[config.mk]
export PLATFORM = sky130hd
export DESIGN_NAME = blc_regs
export DESIGN_NICKNAME = d
export VERILOG_FILES = /design/src/hw/blc_pkg.sv /design/src/hw/blc_regs.sv /design/src/hw/blc_sync2.sv
export SDC_FILE = /design/constraint.sdc
export NUM_CORES = 1
export LEC_CHECK = 0
export BUFFER_PORTS_ARGS = -buffer_cell sky130_fd_sc_hd__buf_2
export CAP_MARGIN = 10
export CORE_UTILIZATION = 54
export CTS_CLUSTER_SIZE = 20
export DETAILED_ROUTE_END_ITERATION = 10
export PLACE_DENSITY = 0.81
export SLEW_MARGIN = 20
export SYNTH_ARGS = -nofsm -noshare
export SYNTH_HDL_FRONTEND = slang
export SYNTH_SLANG_ARGS = --single-unit
[constraint.sdc]
create_clock -name ref_clk_in -period 2 [get_ports ref_clk_in]
set_input_delay 0.2 -clock ref_clk_in [delete_from_list [all_inputs] [get_ports ref_clk_in]]
set_output_delay 0.2 -clock ref_clk_in [all_outputs]
set_load 0.02 [all_outputs]
[src/hw/blc_pkg.sv]
package blc_pkg;

	// two-wire target address, arbitrary value
	localparam logic [6:0] BLC_DEV_ADDR = 7'h2A;

	// register offsets
	localparam logic [7:0] BLC_OFS_LED_CTRL = 8'h26;
	localparam logic [7:0] BLC_OFS_BOOST_CFG = 8'h27;
	localparam logic [7:0] BLC_OFS_CH2_CUR = 8'h29;

	// reset values
	localparam logic [7:0] BLC_RST_LED_CTRL = 8'h00;
	localparam logic [7:0] BLC_RST_BOOST_CFG = 8'h00;
	localparam logic [7:0] BLC_RST_CH2_CUR = 8'h00;

	// writable bits of each register
	localparam logic [7:0] BLC_MASK_LED_CTRL = 8'h3F;
	localparam logic [7:0] BLC_MASK_BOOST_CFG = 8'hE0;
	localparam logic [7:0] BLC_MASK_CH2_CUR = 8'h80;

	// led control fields
	localparam int BLC_BIT_BOOST_EN = 5;
	localparam int BLC_BIT_SINK_LO = 1;
	localparam int BLC_BIT_GROUP_EN = 0;

	// boost configuration fields
	localparam int BLC_BIT_MODE = 7;
	localparam int BLC_BIT_SCOPE = 6;
	localparam int BLC_BIT_FADE = 5;

	// channel two current register field
	localparam int BLC_BIT_CH2_GROUP = 7;

	// serial engine
	localparam logic [3:0] BLC_BITS_PER_BYTE = 4'h8;
	localparam logic [3:0] BLC_LAST_TX_BIT = 4'h7;

	typedef enum logic [3:0] {
		BLC_IDLE,
		BLC_ADDR,
		BLC_ADDR_ACK,
		BLC_PTR,
		BLC_PTR_ACK,
		BLC_WDATA,
		BLC_WDATA_ACK,
		BLC_RDATA,
		BLC_RACK
	} blc_state_t;

endpackage : blc_pkg

[src/hw/blc_regs.sv]
`timescale 1ns/1ps
`default_nettype none

module blc_regs
	import blc_pkg::*;
(
	// clock and reset
	input wire logic ref_clk_in,
	input wire logic nrst_in,
	// two-wire serial pins
	input wire logic scl_in,
	input wire logic sda_in,
	output logic sda_out,
	output logic sda_oe_out,
	// group assignment of channels five..three, from their current registers
	input wire logic [2:0] sink_grouped_in,
	// boost controls
	output logic boost_output_on_out,
	output logic led_mode_out,
	output logic bias_all_active_out,
	output logic bias_backlight_only_out,
	output logic fade_override_out,
	// sink controls, index 0 is channel two
	output logic [3:0] sink_on_out,
	output logic [3:0] group_member_out,
	output logic grouped_backlight_on_out
);

	////////////////////////////////////////////////////////////////////////////////
	// pin synchronisation and bus conditions

	logic [1:0] pins_sync;
	logic scl_q;
	logic sda_q;

	blc_sync2 u_sync (
		.ref_clk_in(ref_clk_in),
		.nrst_in(nrst_in),
		.async_in({scl_in, sda_in}),
		.sync_out(pins_sync)
	);

	wire scl_s = pins_sync[1];
	wire sda_s = pins_sync[0];
	wire scl_rise = scl_s && !scl_q;
	wire scl_fall = !scl_s && scl_q;
	wire bus_start = scl_s && scl_q && sda_q && !sda_s;
	wire bus_stop = scl_s && scl_q && !sda_q && sda_s;

	always_ff @(posedge ref_clk_in or negedge nrst_in)
	begin
		if (!nrst_in)
		begin
			scl_q <= 1'b1;
			sda_q <= 1'b1;
		end
		else
		begin
			scl_q <= scl_s;
			sda_q <= sda_s;
		end
	end

	////////////////////////////////////////////////////////////////////////////////
	// register storage and read decode

	logic [7:0] led_ctrl;
	logic [7:0] boost_cfg;
	logic [7:0] ch2_cur;

	function automatic logic [7:0] read_mux(input logic [7:0] addr, input logic [7:0] a,
		input logic [7:0] b, input logic [7:0] c);
		logic [7:0] val;
		val = 8'h00;
		case (addr)
			BLC_OFS_LED_CTRL: val = a & BLC_MASK_LED_CTRL;
			BLC_OFS_BOOST_CFG: val = b & BLC_MASK_BOOST_CFG;
			BLC_OFS_CH2_CUR: val = c & BLC_MASK_CH2_CUR;
			default: val = 8'h00;
		endcase
		return val;
	endfunction : read_mux

	////////////////////////////////////////////////////////////////////////////////
	// serial engine

	blc_state_t state;
	blc_state_t next_state;
	logic [3:0] bit_cnt;
	logic [7:0] shreg;
	logic [7:0] tx;
	logic [7:0] ptr;
	logic read_dir;
	logic nack;
	logic drive_low;

	wire byte_full = (bit_cnt == BLC_BITS_PER_BYTE);
	wire addr_match = (shreg[7:1] == BLC_DEV_ADDR);
	wire wr_pulse = scl_fall && (state == BLC_WDATA) && byte_full;
	wire [7:0] rd_data = read_mux(ptr, led_ctrl, boost_cfg, ch2_cur);
	wire [7:0] ptr_inc = ptr + 8'h01;

	assign sda_out = 1'b0;
	assign sda_oe_out = drive_low;

	always_comb
	begin
		next_state = state;
		case (state)
			BLC_IDLE: next_state = BLC_IDLE;
			BLC_ADDR: if (byte_full) next_state = addr_match ? BLC_ADDR_ACK : BLC_IDLE;
			BLC_ADDR_ACK: next_state = read_dir ? BLC_RDATA : BLC_PTR;
			BLC_PTR: if (byte_full) next_state = BLC_PTR_ACK;
			BLC_PTR_ACK: next_state = BLC_WDATA;
			BLC_WDATA: if (byte_full) next_state = BLC_WDATA_ACK;
			BLC_WDATA_ACK: next_state = BLC_WDATA;
			BLC_RDATA: if (bit_cnt == BLC_LAST_TX_BIT) next_state = BLC_RACK;
			BLC_RACK: next_state = nack ? BLC_IDLE : BLC_RDATA;
			default: next_state = BLC_IDLE;
		endcase
	end

	// all changes on the data line happen after scl falls, well inside the low phase
	always_ff @(posedge ref_clk_in or negedge nrst_in)
	begin
		if (!nrst_in)
		begin
			state <= BLC_IDLE;
			bit_cnt <= 4'h0;
			shreg <= 8'h00;
			tx <= 8'h00;
			ptr <= 8'h00;
			read_dir <= 1'b0;
			nack <= 1'b0;
			drive_low <= 1'b0;
		end
		else if (bus_start)
		begin
			state <= BLC_ADDR;
			bit_cnt <= 4'h0;
			drive_low <= 1'b0;
		end
		else if (bus_stop)
		begin
			state <= BLC_IDLE;
			drive_low <= 1'b0;
		end
		else if (scl_rise)
		begin
			if (state == BLC_RACK)
				nack <= sda_s;
			else if (state == BLC_ADDR || state == BLC_PTR || state == BLC_WDATA)
			begin
				shreg <= {shreg[6:0], sda_s};
				bit_cnt <= bit_cnt + 4'h1;
			end
		end
		else if (scl_fall)
		begin
			state <= next_state;
			case (next_state)
				BLC_ADDR_ACK, BLC_PTR_ACK, BLC_WDATA_ACK:
				begin
					drive_low <= 1'b1;
					if (state == BLC_ADDR)
						read_dir <= shreg[0];
					if (state == BLC_PTR)
						ptr <= shreg;
				end
				BLC_RDATA:
				begin
					if (state == BLC_RDATA)
					begin
						tx <= {tx[6:0], 1'b0};
						drive_low <= !tx[6];
						bit_cnt <= bit_cnt + 4'h1;
					end
					else
					begin
						tx <= rd_data;
						drive_low <= !rd_data[7];
						bit_cnt <= 4'h0;
					end
				end
				BLC_RACK:
				begin
					drive_low <= 1'b0;
					ptr <= ptr_inc;
				end
				default:
				begin
					drive_low <= 1'b0;
					// keep the count while a byte is still coming in
					if (next_state != state)
						bit_cnt <= 4'h0;
					// auto-increment after each written byte has been acknowledged
					if (state == BLC_WDATA_ACK)
						ptr <= ptr_inc;
				end
			endcase
		end
	end

	////////////////////////////////////////////////////////////////////////////////
	// register writes

	wire wr_led_ctrl = wr_pulse && (ptr == BLC_OFS_LED_CTRL);
	wire wr_boost_cfg = wr_pulse && (ptr == BLC_OFS_BOOST_CFG);
	wire wr_ch2_cur = wr_pulse && (ptr == BLC_OFS_CH2_CUR);

	always_ff @(posedge ref_clk_in or negedge nrst_in)
	begin
		if (!nrst_in)
		begin
			led_ctrl <= BLC_RST_LED_CTRL;
			boost_cfg <= BLC_RST_BOOST_CFG;
			ch2_cur <= BLC_RST_CH2_CUR;
		end
		else
		begin
			if (wr_led_ctrl)
				led_ctrl <= shreg & BLC_MASK_LED_CTRL;
			if (wr_boost_cfg)
				boost_cfg <= shreg & BLC_MASK_BOOST_CFG;
			if (wr_ch2_cur)
				ch2_cur <= shreg & BLC_MASK_CH2_CUR;
		end
	end

	////////////////////////////////////////////////////////////////////////////////
	// control decode

	wire standalone = boost_cfg[BLC_BIT_MODE];
	wire [3:0] grouped = {sink_grouped_in, ch2_cur[BLC_BIT_CH2_GROUP]};
	wire [3:0] sink_en = led_ctrl[BLC_BIT_SINK_LO +: 4];
	wire next_boost_on = standalone && led_ctrl[BLC_BIT_BOOST_EN];
	wire [3:0] next_sink_on = sink_en & ~grouped;
	wire next_group_on = led_ctrl[BLC_BIT_GROUP_EN];
	wire next_bias_all = !standalone && !boost_cfg[BLC_BIT_SCOPE];
	wire next_bias_bl = !standalone && boost_cfg[BLC_BIT_SCOPE];
	wire next_fade = boost_cfg[BLC_BIT_FADE];

	// outputs are registered so the analog side sees no decode glitches
	always_ff @(posedge ref_clk_in or negedge nrst_in)
	begin
		if (!nrst_in)
		begin
			boost_output_on_out <= 1'b0;
			led_mode_out <= 1'b1;
			bias_all_active_out <= 1'b1;
			bias_backlight_only_out <= 1'b0;
			fade_override_out <= 1'b0;
			sink_on_out <= 4'h0;
			group_member_out <= 4'h0;
			grouped_backlight_on_out <= 1'b0;
		end
		else
		begin
			boost_output_on_out <= next_boost_on;
			led_mode_out <= !standalone;
			bias_all_active_out <= next_bias_all;
			bias_backlight_only_out <= next_bias_bl;
			fade_override_out <= next_fade;
			sink_on_out <= next_sink_on;
			group_member_out <= grouped;
			grouped_backlight_on_out <= next_group_on;
		end
	end

endmodule : blc_regs

`default_nettype wire

[src/hw/blc_sync2.sv]
`timescale 1ns/1ps
`default_nettype none

module blc_sync2
(
	// clock and reset
	input wire logic ref_clk_in,
	input wire logic nrst_in,
	// asynchronous levels
	input wire logic [1:0] async_in,
	// synchronised levels
	output logic [1:0] sync_out
);

	logic [1:0] stage_one;

	always_ff @(posedge ref_clk_in or negedge nrst_in)
	begin
		if (!nrst_in)
		begin
			stage_one <= 2'h3;
			sync_out <= 2'h3;
		end
		else
		begin
			stage_one <= async_in;
			sync_out <= stage_one;
		end
	end

endmodule : blc_sync2

`default_nettype wire

Word level (Yosys, flattened, before mapping)
Cells that the tools add are included.

Bits in registers: 64. Output and inout port bits: 16. Word-level logic and storage cells: 129.

Add/subtract/negate cells: 2. Equal/unequal tests: 26. Mux-type cells: 32. Bitwise logic cells: 7. Reduce and logical (&&, ||, !) cells: 39.

Operators by type and width (count): 4-bit 2-to-1 mux (16); 8-bit case mux with 3 select lines (2); 4-bit by 3-bit equality test with 1-bit output (second input constant) (8); 4-bit case mux with 7 select lines (1); 8-bit by 6-bit equality test with 1-bit output (second input constant) (3); 8-bit 2-to-1 mux (2); 1-bit logical AND (15); 4-bit by 2-bit equality test with 1-bit output (second input constant) (3); 4-bit equality test (second input constant) (3); 6-bit AND reduction (2); 5-bit AND reduction (2); 3-bit by 1-bit != test with 1-bit output (second input constant) (3); 3-bit nonzero test (3); 8-bit by 1-bit adder with 8-bit output (second input constant) (1); 1-bit zero test (8); 4-bit case mux with 2 select lines (1); 7-bit by 6-bit equality test with 1-bit output (second input constant) (1); 7-bit 2-to-1 mux (1); 7-bit AND reduction (1); 3-bit 2-to-1 mux (2); 1-bit 2-to-1 mux (5); 1-bit inverter (5); 4-bit by 1-bit adder with 4-bit output (second input constant) (1); 4-bit bitwise AND (1); other kinds (14) (16).

Longest topological paths before layout
Gate-level depths: netlist of run 1.

Depth after elaboration: 11. Depth in mapped cells: 9. Depth with buffers taken out: 8.

Hierarchy
A second synthesis of run 1 with hierarchy kept.

Cells, all modules: 284. Area total of the unflattened synthesis: 3150.5 um^2.

By module, submodules not included: blc_regs (times used 1, cells an instance 280, area an instance 3045.4 um^2, sequential area each 1506.4 um^2); blc_sync2 (times used 1, cells an instance 4, area an instance 105.1 um^2, sequential area each 105.1 um^2).

Worst setup path after synthesis of run 1
Ideal clock, no wire load.

Path type: reg2reg. Start point: reg u_sync.sync_out[1]. End point: reg bit_cnt[2]. Setup time: 0.122 ns. Data arrival time: 1.959 ns. Data required time: 1.878 ns. Path slack: -0.080 ns. Cell stages (with the launch flop): 8. Path buffers: 1. Cell sequence: dfstp_2 ha_1 clkbuf_1 a21boi_0 o22ai_1 a22o_1 or2_4 a32o_1.

Longest elaborated chain between the ends: 5. Elaborated cells on any way between the ends: 18.

Ends and longest elaborated chain: start: declaration (RTL line blc_sync2.sv:12) `output logic [1:0] sync_out`; start signal: assignment (RTL line blc_sync2.sv:27) `sync_out <= stage_one;`; 1-bit logical AND (RTL line blc_regs.sv:47, blc_regs.sv:48); 1-bit logical AND, on equally long branches (2 in series) (RTL line blc_regs.sv:47, blc_regs.sv:48); 3-bit by 1-bit != test with 1-bit output (no line), or another cell as far along; 6-bit AND reduction (no line); end signal: assignment (RTL line blc_regs.sv:155) `bit_cnt <= bit_cnt + 4'h1;`; end signal: assignment (RTL line blc_regs.sv:176) `bit_cnt <= bit_cnt + 4'h1;`; end: declaration (RTL line blc_regs.sv:89) `logic [3:0] bit_cnt;`.

Parallel ways exist; a longest one is shown, timed or not. The select of a mux whose other input is x is not followed. A chain may end at the register's enable or synchronous reset.

Worst setup path in the final report of run 1
Start point: reg nack. End point: reg bit_cnt[0].

Longest elaborated chain between the ends: 9. Elaborated cells on any way between the ends: 17.

Ends and longest elaborated chain: start: declaration (RTL line blc_regs.sv:94) `logic nack;`; start signal: assignment (RTL line blc_regs.sv:151) `nack <= sda_s;`; 3-bit 2-to-1 mux (*) (RTL line blc_regs.sv:118) `BLC_RACK: next_state = nack ? BLC_IDLE : BLC_RDATA;`; 4-bit case mux with 7 select lines (*) (RTL line blc_regs.sv:109) `case (state)`; 4-bit equality test, or another cell as far along (RTL line blc_regs.sv:161) `case (next_state)`; 4-bit OR reduction (no line); 4-bit case mux with 2 select lines (RTL line blc_regs.sv:161); 4-bit 2-to-1 mux (RTL line blc_regs.sv:158) `else if (scl_fall)`; 4-bit 2-to-1 mux (RTL line blc_regs.sv:148) `else if (scl_rise)`; 4-bit 2-to-1 mux (RTL line blc_regs.sv:143) `else if (bus_stop)`; 4-bit 2-to-1 mux (RTL line blc_regs.sv:137) `else if (bus_start)`.

Every way passes the cells marked *; elsewhere a longest branch is shown, timed or not. The select of a mux whose other input is x is not followed.

==> summary.txt, run 1 <==
clk_skew: 0.01068 ns
# DRC: 0
kind of critical path: flop to flop
status: finished, violations left
Die Span X: 79.57 µm
Port Buf Inserts: 21
post-route core utilization: 0.8015
vias in the first global route: 2902
Synth top area share: 0.4313
CP max FO: 4
Top delay family on crit path: compound AO/OA/AOI/OAI gates
core box area: 0.005642 mm²
final hold violation count: 0
Mean Syn Cell Area: 10.94 µm²
clock power share: 0.345
Final period util: 1.110
Fillers: 298
FMAX: 450.3 MHz
Routed Antenna Nets: 0
multiplexer share of the synthesized area: 0.07509
buffers plus inverters on the worst setup path: 1
Setup-failing EPs final: 25
first-pass GRT wire length: 14.49 mm
final hold slack: 0.3563 ns
CTS Root Cell: clkbuf_8
Final WS setup: -0.2206 ns
Leak: 0.002092 µW
synth cell count leaders: dfrtp_1 (56), nand2_1 (32), inv_1 (15), o21ai_0 (15), mux2_2 (13)
area occupied by multi-input gates: 0.001777 mm²
Worst path depth: 7
largest family of logic cells by synthesized area: compound AO/OA/AOI/OAI gates
Net Sw Frac: 0.2973
diodes inserted: 0
initial antenna violation count: 0
failing checks: setup timing
Synth Area in Simple Gates: 0.1610
worst endpoint required time: 2.23 ns
clk buf depth: 2
layout cells sized above 1: 0.4851
Crit. End Element: flop
TritonRoute pass-1 iters: 5
Async SR Flop Fraction: 1.000
Synth Area in XOR/XNOR: 0.002695
Max-cap violations: 0
Post-Route WL: 10.19 mm
Comb power frac: 0.207
Worst R2R Path Depth: 7
Synth area leaders: dfrtp_1 (43%), dfstp_2 (6.5%), mux2_2 (4.5%)
Worst EP arrival: 2.45 ns
sequential cell area: 0.001618 mm²
Adder-Cell Fraction of Synth Area: 0.03466
post-synth net total: 313
H-tree Lvls: 3
synthesized instance count: 297
Vias/cell: 6.397
clock sinks: 64
largest area contributor in the netlist: dfrtp_1
IO Count: 23
initial core utilization: 0.5760
Switch Pwr: 1001 µW
Routability Congestion: 0.9023
Nets: 413
CTS tree: yes
routed len/inst: 21.50 µm
total vias in the final route: 3032
RSZ-0062 raised after global routing: true
hold depth: 0
hpwl dp: 5.585 mm
Worst VDD drop: 0.0006148 V
post-synth cell types: 62
grt total ovfl: 0
num rows: 27
critical-path cell list: or3b_4 > o221ai_2 > o211ai_1 > a2111oi_4 > buf_4 > nor3_1 > a31o_1
total clock buffers created by CTS: 9
Post-synth EDFFs: 0
dominant synthesized flop cell: dfrtp_1
Total GRT Usage: 0.3103
Die Y: 79.57 µm
die area: 0.006331 mm²
crit path time final: 2.221 ns
pin count of the biggest net entering global routing: 65
Yosys reg bits: 64
post-synthesis compound-gate area fraction: 0.1902
Slew Limit Headroom: 0.6415
yosys warns: 0
worst-margin pin slew: 0.5374 ns
1st-iter DRT viols: 300
Hold Crit Class: flop to flop
Post-Syn Area: 0.003249 mm²
CP max stage delay: 0.46 ns
Worst-path clk slew: 0.07 ns
sequential-to-total area share from yosys stat: 0.4960
internal cell power: 2366 µW
register share of total power: 0.448
Clock Latency Late Sink: 0.36 ns
PD cells: 744.7 mW/mm²
critical path's slowest cell: or3b_4
most numerous cell in the Yosys netlist: dfrtp_1
Startpoint Class: flop
Area Overhead vs Synth: 39.16%
Max Slew Vio Count: 0
-- kinds of logic (layout without fill, tap and decap cells) --
family          after synthesis  after routing
simple gates                 92             92
compound gates               81             81
flops                        64             64
buf+inv                      27            132
mux                          22             22
fa+ha+maj                     9              9
other cells                   1              1
xor+xnor                      1              1
-- cells in the final DEF, fill, tap and decap left out, types with 3 or more instances in the layout --
cell type and n:
buf_4 62, dfrtp_1 51, nand2_1 29, buf_2 21, inv_1 13, o21ai_0 13
buf_6 11, mux2_2 10, clkbuf_8 10, a21oi_2 9, mux2_4 9, nor2b_1 8
nor2_1 8, nand3_1 8, a22oi_1 8, dfstp_2 8, o21ai_1 7, ha_1 7
a21oi_1 6, dlygate4sd3_1 6, dfrtp_2 5, o211ai_1 4, and3_1 3, nand2b_1 3
o22ai_1 3, mux2i_1 3, o21ai_2 3, clkinv_4 3
-- what timing repair did --
action / 4_1_cts / 5_1_grt
hold buffers: 6 / 0
endpoints found under the setup margin: 29 / 28
resized for setup: 32 / 39
endpoints found under the hold margin: 61 / 0
gates cloned: 1 / 0
setup buffers: 6 / 7
pin swaps: 11 / 12
-- state kept, by name (all words and copies together) (netlist names), 2 cells and up --
signal            cells
bit_cnt               4
boost_cfg             3
group_member_out      4
led_ctrl              6
ptr                   8
shreg                 8
sink_on_out           4
state                 4
tx                    7
u_sync.stage_one      2
u_sync.sync_out       2
-- power by group through the flow --
| stage | clock network, µW | registers (µW) | logic [µW] |
|---|---|---|---|
| after global placement | 0 | 1490 | 552 |
| after detailed placement | 0 | 1510 | 577 |
| after global routing | 1240 | 1510 | 732 |
| final | 1160 | 1510 | 698 |
| after CTS | 1160 | 1480 | 619 |
| after floorplan | 0 | 1520 | 240 |
-- worst paths after layout --
| check | startpoint | end | slack (ns) |
|---|---|---|---|
| min reg2reg | u_sync.stage_one[1] | u_sync.sync_out[1] | 0.36 |
| min in group asynchronous | nrst_in | sink_on_out[3] | 0.39 |
| max reg2reg | nack | bit_cnt[0] | -0.22 |
| min | u_sync.stage_one[1] | u_sync.sync_out[1] | 0.36 |
| max | nack | bit_cnt[0] | -0.22 |
| max in group asynchronous | nrst_in | sda_q | 1.29 |
-- metal layers --
metal / GRT usage / share of wire / vias to the layer above
met5: 0 / 0 / -
met4: 0.1927 / 0.057 / 0
met3: 0.04800 / 0.066 / 51
met2: 0.5060 / 0.48 / 186
met1: 0.3839 / 0.40 / 1517
li1: - / - / 1278
-- final cells by class --
cell class | count | share of cell area
multi-input combinational | 206 | 0.3929
sequential | 64 | 0.3578
timing repair buffer | 101 | 0.1713
clock buffer | 10 | 0.03044
tap | 72 | 0.01992
clock inverter | 6 | 0.01522
inverter | 15 | 0.01245
-- stage by stage --
stage / instances / total power (µW) / setup slack, ns / area (µm²) / setup TNS [ns]
global route: 474 / 3485 / -0.3046 / 4522 / -4.001
floorplan: 297 / 1756 / -0.04517 / 3272 / -0.04517
detailed placement: 439 / 2084 / -0.1945 / 3859 / -1.932
finish: 474 / 3368 / -0.2206 / 4522 / -2.690
global placement: 439 / 2046 / -0.04229 / 3859 / -0.5815
CTS: 468 / 3262 / -0.1451 / 4304 / -0.9966
Note: power is estimated with default switching activity, not from simulation.
==> inputs of run 2 (changes only) <==
ABC_AREA = 1   (was not set)
==> summary.txt, run 2 <==
# DRC: 0 (unchanged)
diodes inserted: 0 (unchanged)
Area Overhead vs Synth: 19.59% (was 39.16%)
Routability Congestion: 0.9021 (was 0.9023)
initial core utilization: 0.5672 (was 0.5760)
Max-cap violations: 0 (unchanged)
crit path from: bit_cnt[1] (was nack)
largest area contributor in the netlist: dfrtp_1 (unchanged)
Leak: 0.001945 µW (was 0.002092 µW)
Hold Crit Class: flop to flop (unchanged)
Nets: 442 (was 413)
IO Count: 23 (unchanged)
final setup TNS: 0 ns (was -2.690 ns)
worst endpoint required time: 2.23 ns (about the same)
clk buf depth: 2 (unchanged)
initial antenna violation count: 0 (unchanged)
r2r endpoint: ptr[7] (was bit_cnt[0])
clock sinks: 64 (unchanged)
RSZ-0062 raised after global routing: true (unchanged)
Port Buf Inserts: 21 (unchanged)
vias in the first global route: 2452 (was 2902)
clk_skew: 0.008040 ns (was 0.01068 ns)
status: complete, no violations (was finished, violations left)
CP max FO: 15 (was 4)
core box area: 0.005574 mm² (was 0.005642 mm²)
Worst R2R Path Depth: 10 (was 7)
Yosys reg bits: 64 (unchanged)
most numerous cell in the Yosys netlist: nand2_1 (was dfrtp_1)
TritonRoute pass-1 iters: 5 (unchanged)
Synth area leaders: dfrtp_1 (44%), nand2_1 (12%), inv_1 (6.8%) (was dfrtp_1 (43%), dfstp_2 (6.5%), mux2_2 (4.5%))
Post-synth EDFFs: 0 (unchanged)
Total GRT Usage: 0.2353 (was 0.3103)
Final period util: 0.9503 (was 1.110)
r2r setup slk: 0.1 ns (was -0.22 ns)
Post-Syn Area: 0.003162 mm² (was 0.003249 mm²)
grt total ovfl: 0 (unchanged)
1st-iter DRT viols: 203 (was 300)
Net Sw Frac: 0.3107 (was 0.2973)
Worst-path clk slew: 0.07 ns (about the same)
hpwl dp: 4.589 mm (was 5.585 mm)
Vias/cell: 5.219 (was 6.397)
Comb power frac: 0.158 (was 0.207)
layout cells sized above 1: 0.2227 (was 0.4851)
CTS tree: yes (unchanged)
Worst VDD drop: 0.0004446 V (was 0.0006148 V)
Slew Limit Headroom: 0.6666 (was 0.6415)
Routed Antenna Nets: 0 (unchanged)
routed len/inst: 13.44 µm (was 21.50 µm)
placed inst area: 0.003374 mm² (was 0.003859 mm²)
sequential-to-total area share from yosys stat: 0.5097 (was 0.4960)
Die Span X: 78.52 µm (was 79.57 µm)
post-synth cell types: 37 (was 62)
first-pass GRT wire length: 11.21 mm (was 14.49 mm)
worst-margin pin slew: 0.4987 ns (was 0.5374 ns)
Die Y: 78.52 µm (was 79.57 µm)
dominant synthesized flop cell: dfrtp_1 (unchanged)
internal cell power: 2116 µW (was 2366 µW)
Switch Pwr: 953.8 µW (was 1001 µW)
commonest cells after routing, fill and taps aside: nand2_1 (94), inv_1 (55), dfrtp_1 (54) (was buf_4 (62), dfrtp_1 (51), nand2_1 (29))
Synth top area share: 0.4432 (was 0.4313)
Mean Syn Cell Area: 8.299 µm² (was 10.94 µm²)
kind of critical path: flop to flop (unchanged)
total vias in the final route: 2625 (was 3032)
CTS Root Cell: clkbuf_8 (unchanged)
commonest non-fill, non-tap cell in the layout: nand2_1 (was buf_4)
Crit. End Element: flop (unchanged)
yosys warns: 0 (unchanged)
synthesized instance count: 381 (was 297)
Setup crit end: ptr[7] (was bit_cnt[0])
clock power share: 0.345 (about the same)
crit path time final: 1.901 ns (was 2.221 ns)
largest registers: ptr: 8 flops, shreg: 8 flops, tx: 7 flops (unchanged)
num rows: 27 (unchanged)
Max Slew Vio Count: 0 (unchanged)
Setup-failing EPs final: 0 (was 25)
Post-Route WL: 6.760 mm (was 10.19 mm)
synth cell count leaders: nand2_1 (99), inv_1 (57), dfrtp_1 (56) (was dfrtp_1 (56), nand2_1 (32), inv_1 (15), o21ai_0 (15), mux2_2 (13))
register share of total power: 0.497 (was 0.448)
Async SR Flop Fraction: 1.000 (unchanged)
pin count of the biggest net entering global routing: 65 (unchanged)
FMAX: 526.2 MHz (was 450.3 MHz)
RR Startpoint: bit_cnt[1] (was nack)
Worst EP arrival: 2.13 ns (was 2.45 ns)
design area: 0.003781 mm² (was 0.004522 mm²)
post-synth net total: 397 (was 313)
H-tree Lvls: 3 (unchanged)
Startpoint Class: flop (unchanged)
die area: 0.006165 mm² (was 0.006331 mm²)
Clock Latency Late Sink: 0.35 ns (was 0.36 ns)
PD cells: 811.9 mW/mm² (was 744.7 mW/mm²)
final hold violation count: 0 (unchanged)
total clock buffers created by CTS: 9 (unchanged)
-- run 2: cell count changes after synthesis, moves of 5 or more --
cell | before | now
nor2b_1 | 10 | 0
and3_1 | 5 | 0
inv_1 | 15 | 57
mux2_2 | 13 | 0
nand3_1 | 9 | 18
o21ai_0 | 15 | 40
mux2_1 | 6 | 0
a21oi_1 | 11 | 2
nand2_1 | 32 | 99
nor2_1 | 9 | 34
xor2_1 | 1 | 6
a22oi_1 | 10 | 0
-- run 2: per-layer routing --
layer,GRT usage,up-vias,routed length (µm)
li1,-,1289,-
met1,0.3242,1246,3196
met2,0.3635,77,3152
met3,0.05465,13,295
met4,0.08148,0,115
met5,0,-,0
-- run 2: timing repair --
item	CTS	global route
gates resized for setup	2	27
hold buffers	6	0
endpoints found under the hold margin	61	0
pin swaps	0	9
setup endpoints to repair	6	32
buffers inserted	0	7
-- run 2: how the worst min path moves through the flow --
| stage | cells after the start | end | start | slack, ns |
|---|---|---|---|---|
| after global routing | 0 | u_sync.sync_out[0] | u_sync.stage_one[0] | 0.36 |
| after CTS | 0 | u_sync.sync_out[0] | u_sync.stage_one[0] | 0.36 |
| after detailed placement | 2 | group_member_out[3] | nrst_in | 0.24 |
| after floorplan | 0 | bias_backlight_only_out | nrst_in | -0.1 |
| final | 0 | u_sync.sync_out[0] | u_sync.stage_one[0] | 0.36 |
| after global placement | 2 | group_member_out[3] | nrst_in | 0.24 |
-- run 2: cell families (layout without fill, tap and decap cells) --
logic type | count (synthesis) | in the layout | share of synthesized area
AND/OR/NAND/NOR | 173 | 173 | 0.2410
buffers and inverters | 67 | 117 | 0.08706
flip-flops | 64 | 64 | 0.5097
AO/OA/AOI/OAI | 59 | 59 | 0.1033
adder cells (fa/ha/maj) | 9 | 9 | 0.03562
XOR/XNOR | 8 | 8 | 0.02216
other | 1 | 1 | 0.001186
-- run 2: area by class of cell --
| cell class | count | area [µm²] |
|---|---|---|
| Timing Repair Buffer | 41 | 282.8 |
| Sequential cell | 64 | 1614 |
| Fill cell | 448 | 1793 |
| Tap cell | 72 | 90.09 |
| Clock inverter | 5 | 38.79 |
| Multi-Input combinational cell | 250 | 1376 |
| Inverter | 60 | 227.7 |
| Clock buffer | 11 | 151.4 |
-- run 2: worst max-delay path, stage by stage, from the launching register on --
cell and delay (ns):
dfrtp_1 0.43, inv_2 0.07, ha_4 0.16, nand2_2 0.08, nor2_4 0.05, nand4_1 0.16
nand2_1 0.14, a211oi_2 0.25, nand2_2 0.24, nand2_1 0.13, o21ai_2 0.06
-- run 2: power groups by stage --
stage / Clock [µW] / Sequential, µW / Combinational (µW)
final: 1060 / 1530 / 484
after global routing: 1130 / 1530 / 545
after CTS: 1070 / 1510 / 380
after detailed placement: 0 / 1530 / 365
after global placement: 0 / 1530 / 352
after floorplan: 0 / 1490 / 259
-- run 2: through the flow --
| stage | setup slack [ns] | cells | power, µW | hold WS (ns) | util |
|---|---|---|---|---|---|
| after floorplan | 0.1571 | 381 | 1752 | -0.09559 | - |
| after global placement | 0.06226 | 474 | 1878 | 0.2379 | 0.6054 |
| after detailed placement | -0.06231 | 474 | 1900 | 0.2445 | 0.6054 |
| after CTS | 0.02573 | 496 | 2964 | 0.3580 | 0.6512 |
| after global routing | -0.08895 | 503 | 3200 | 0.3591 | 0.6783 |
| final | 0.09940 | 503 | 3070 | 0.3577 | 0.6783 |
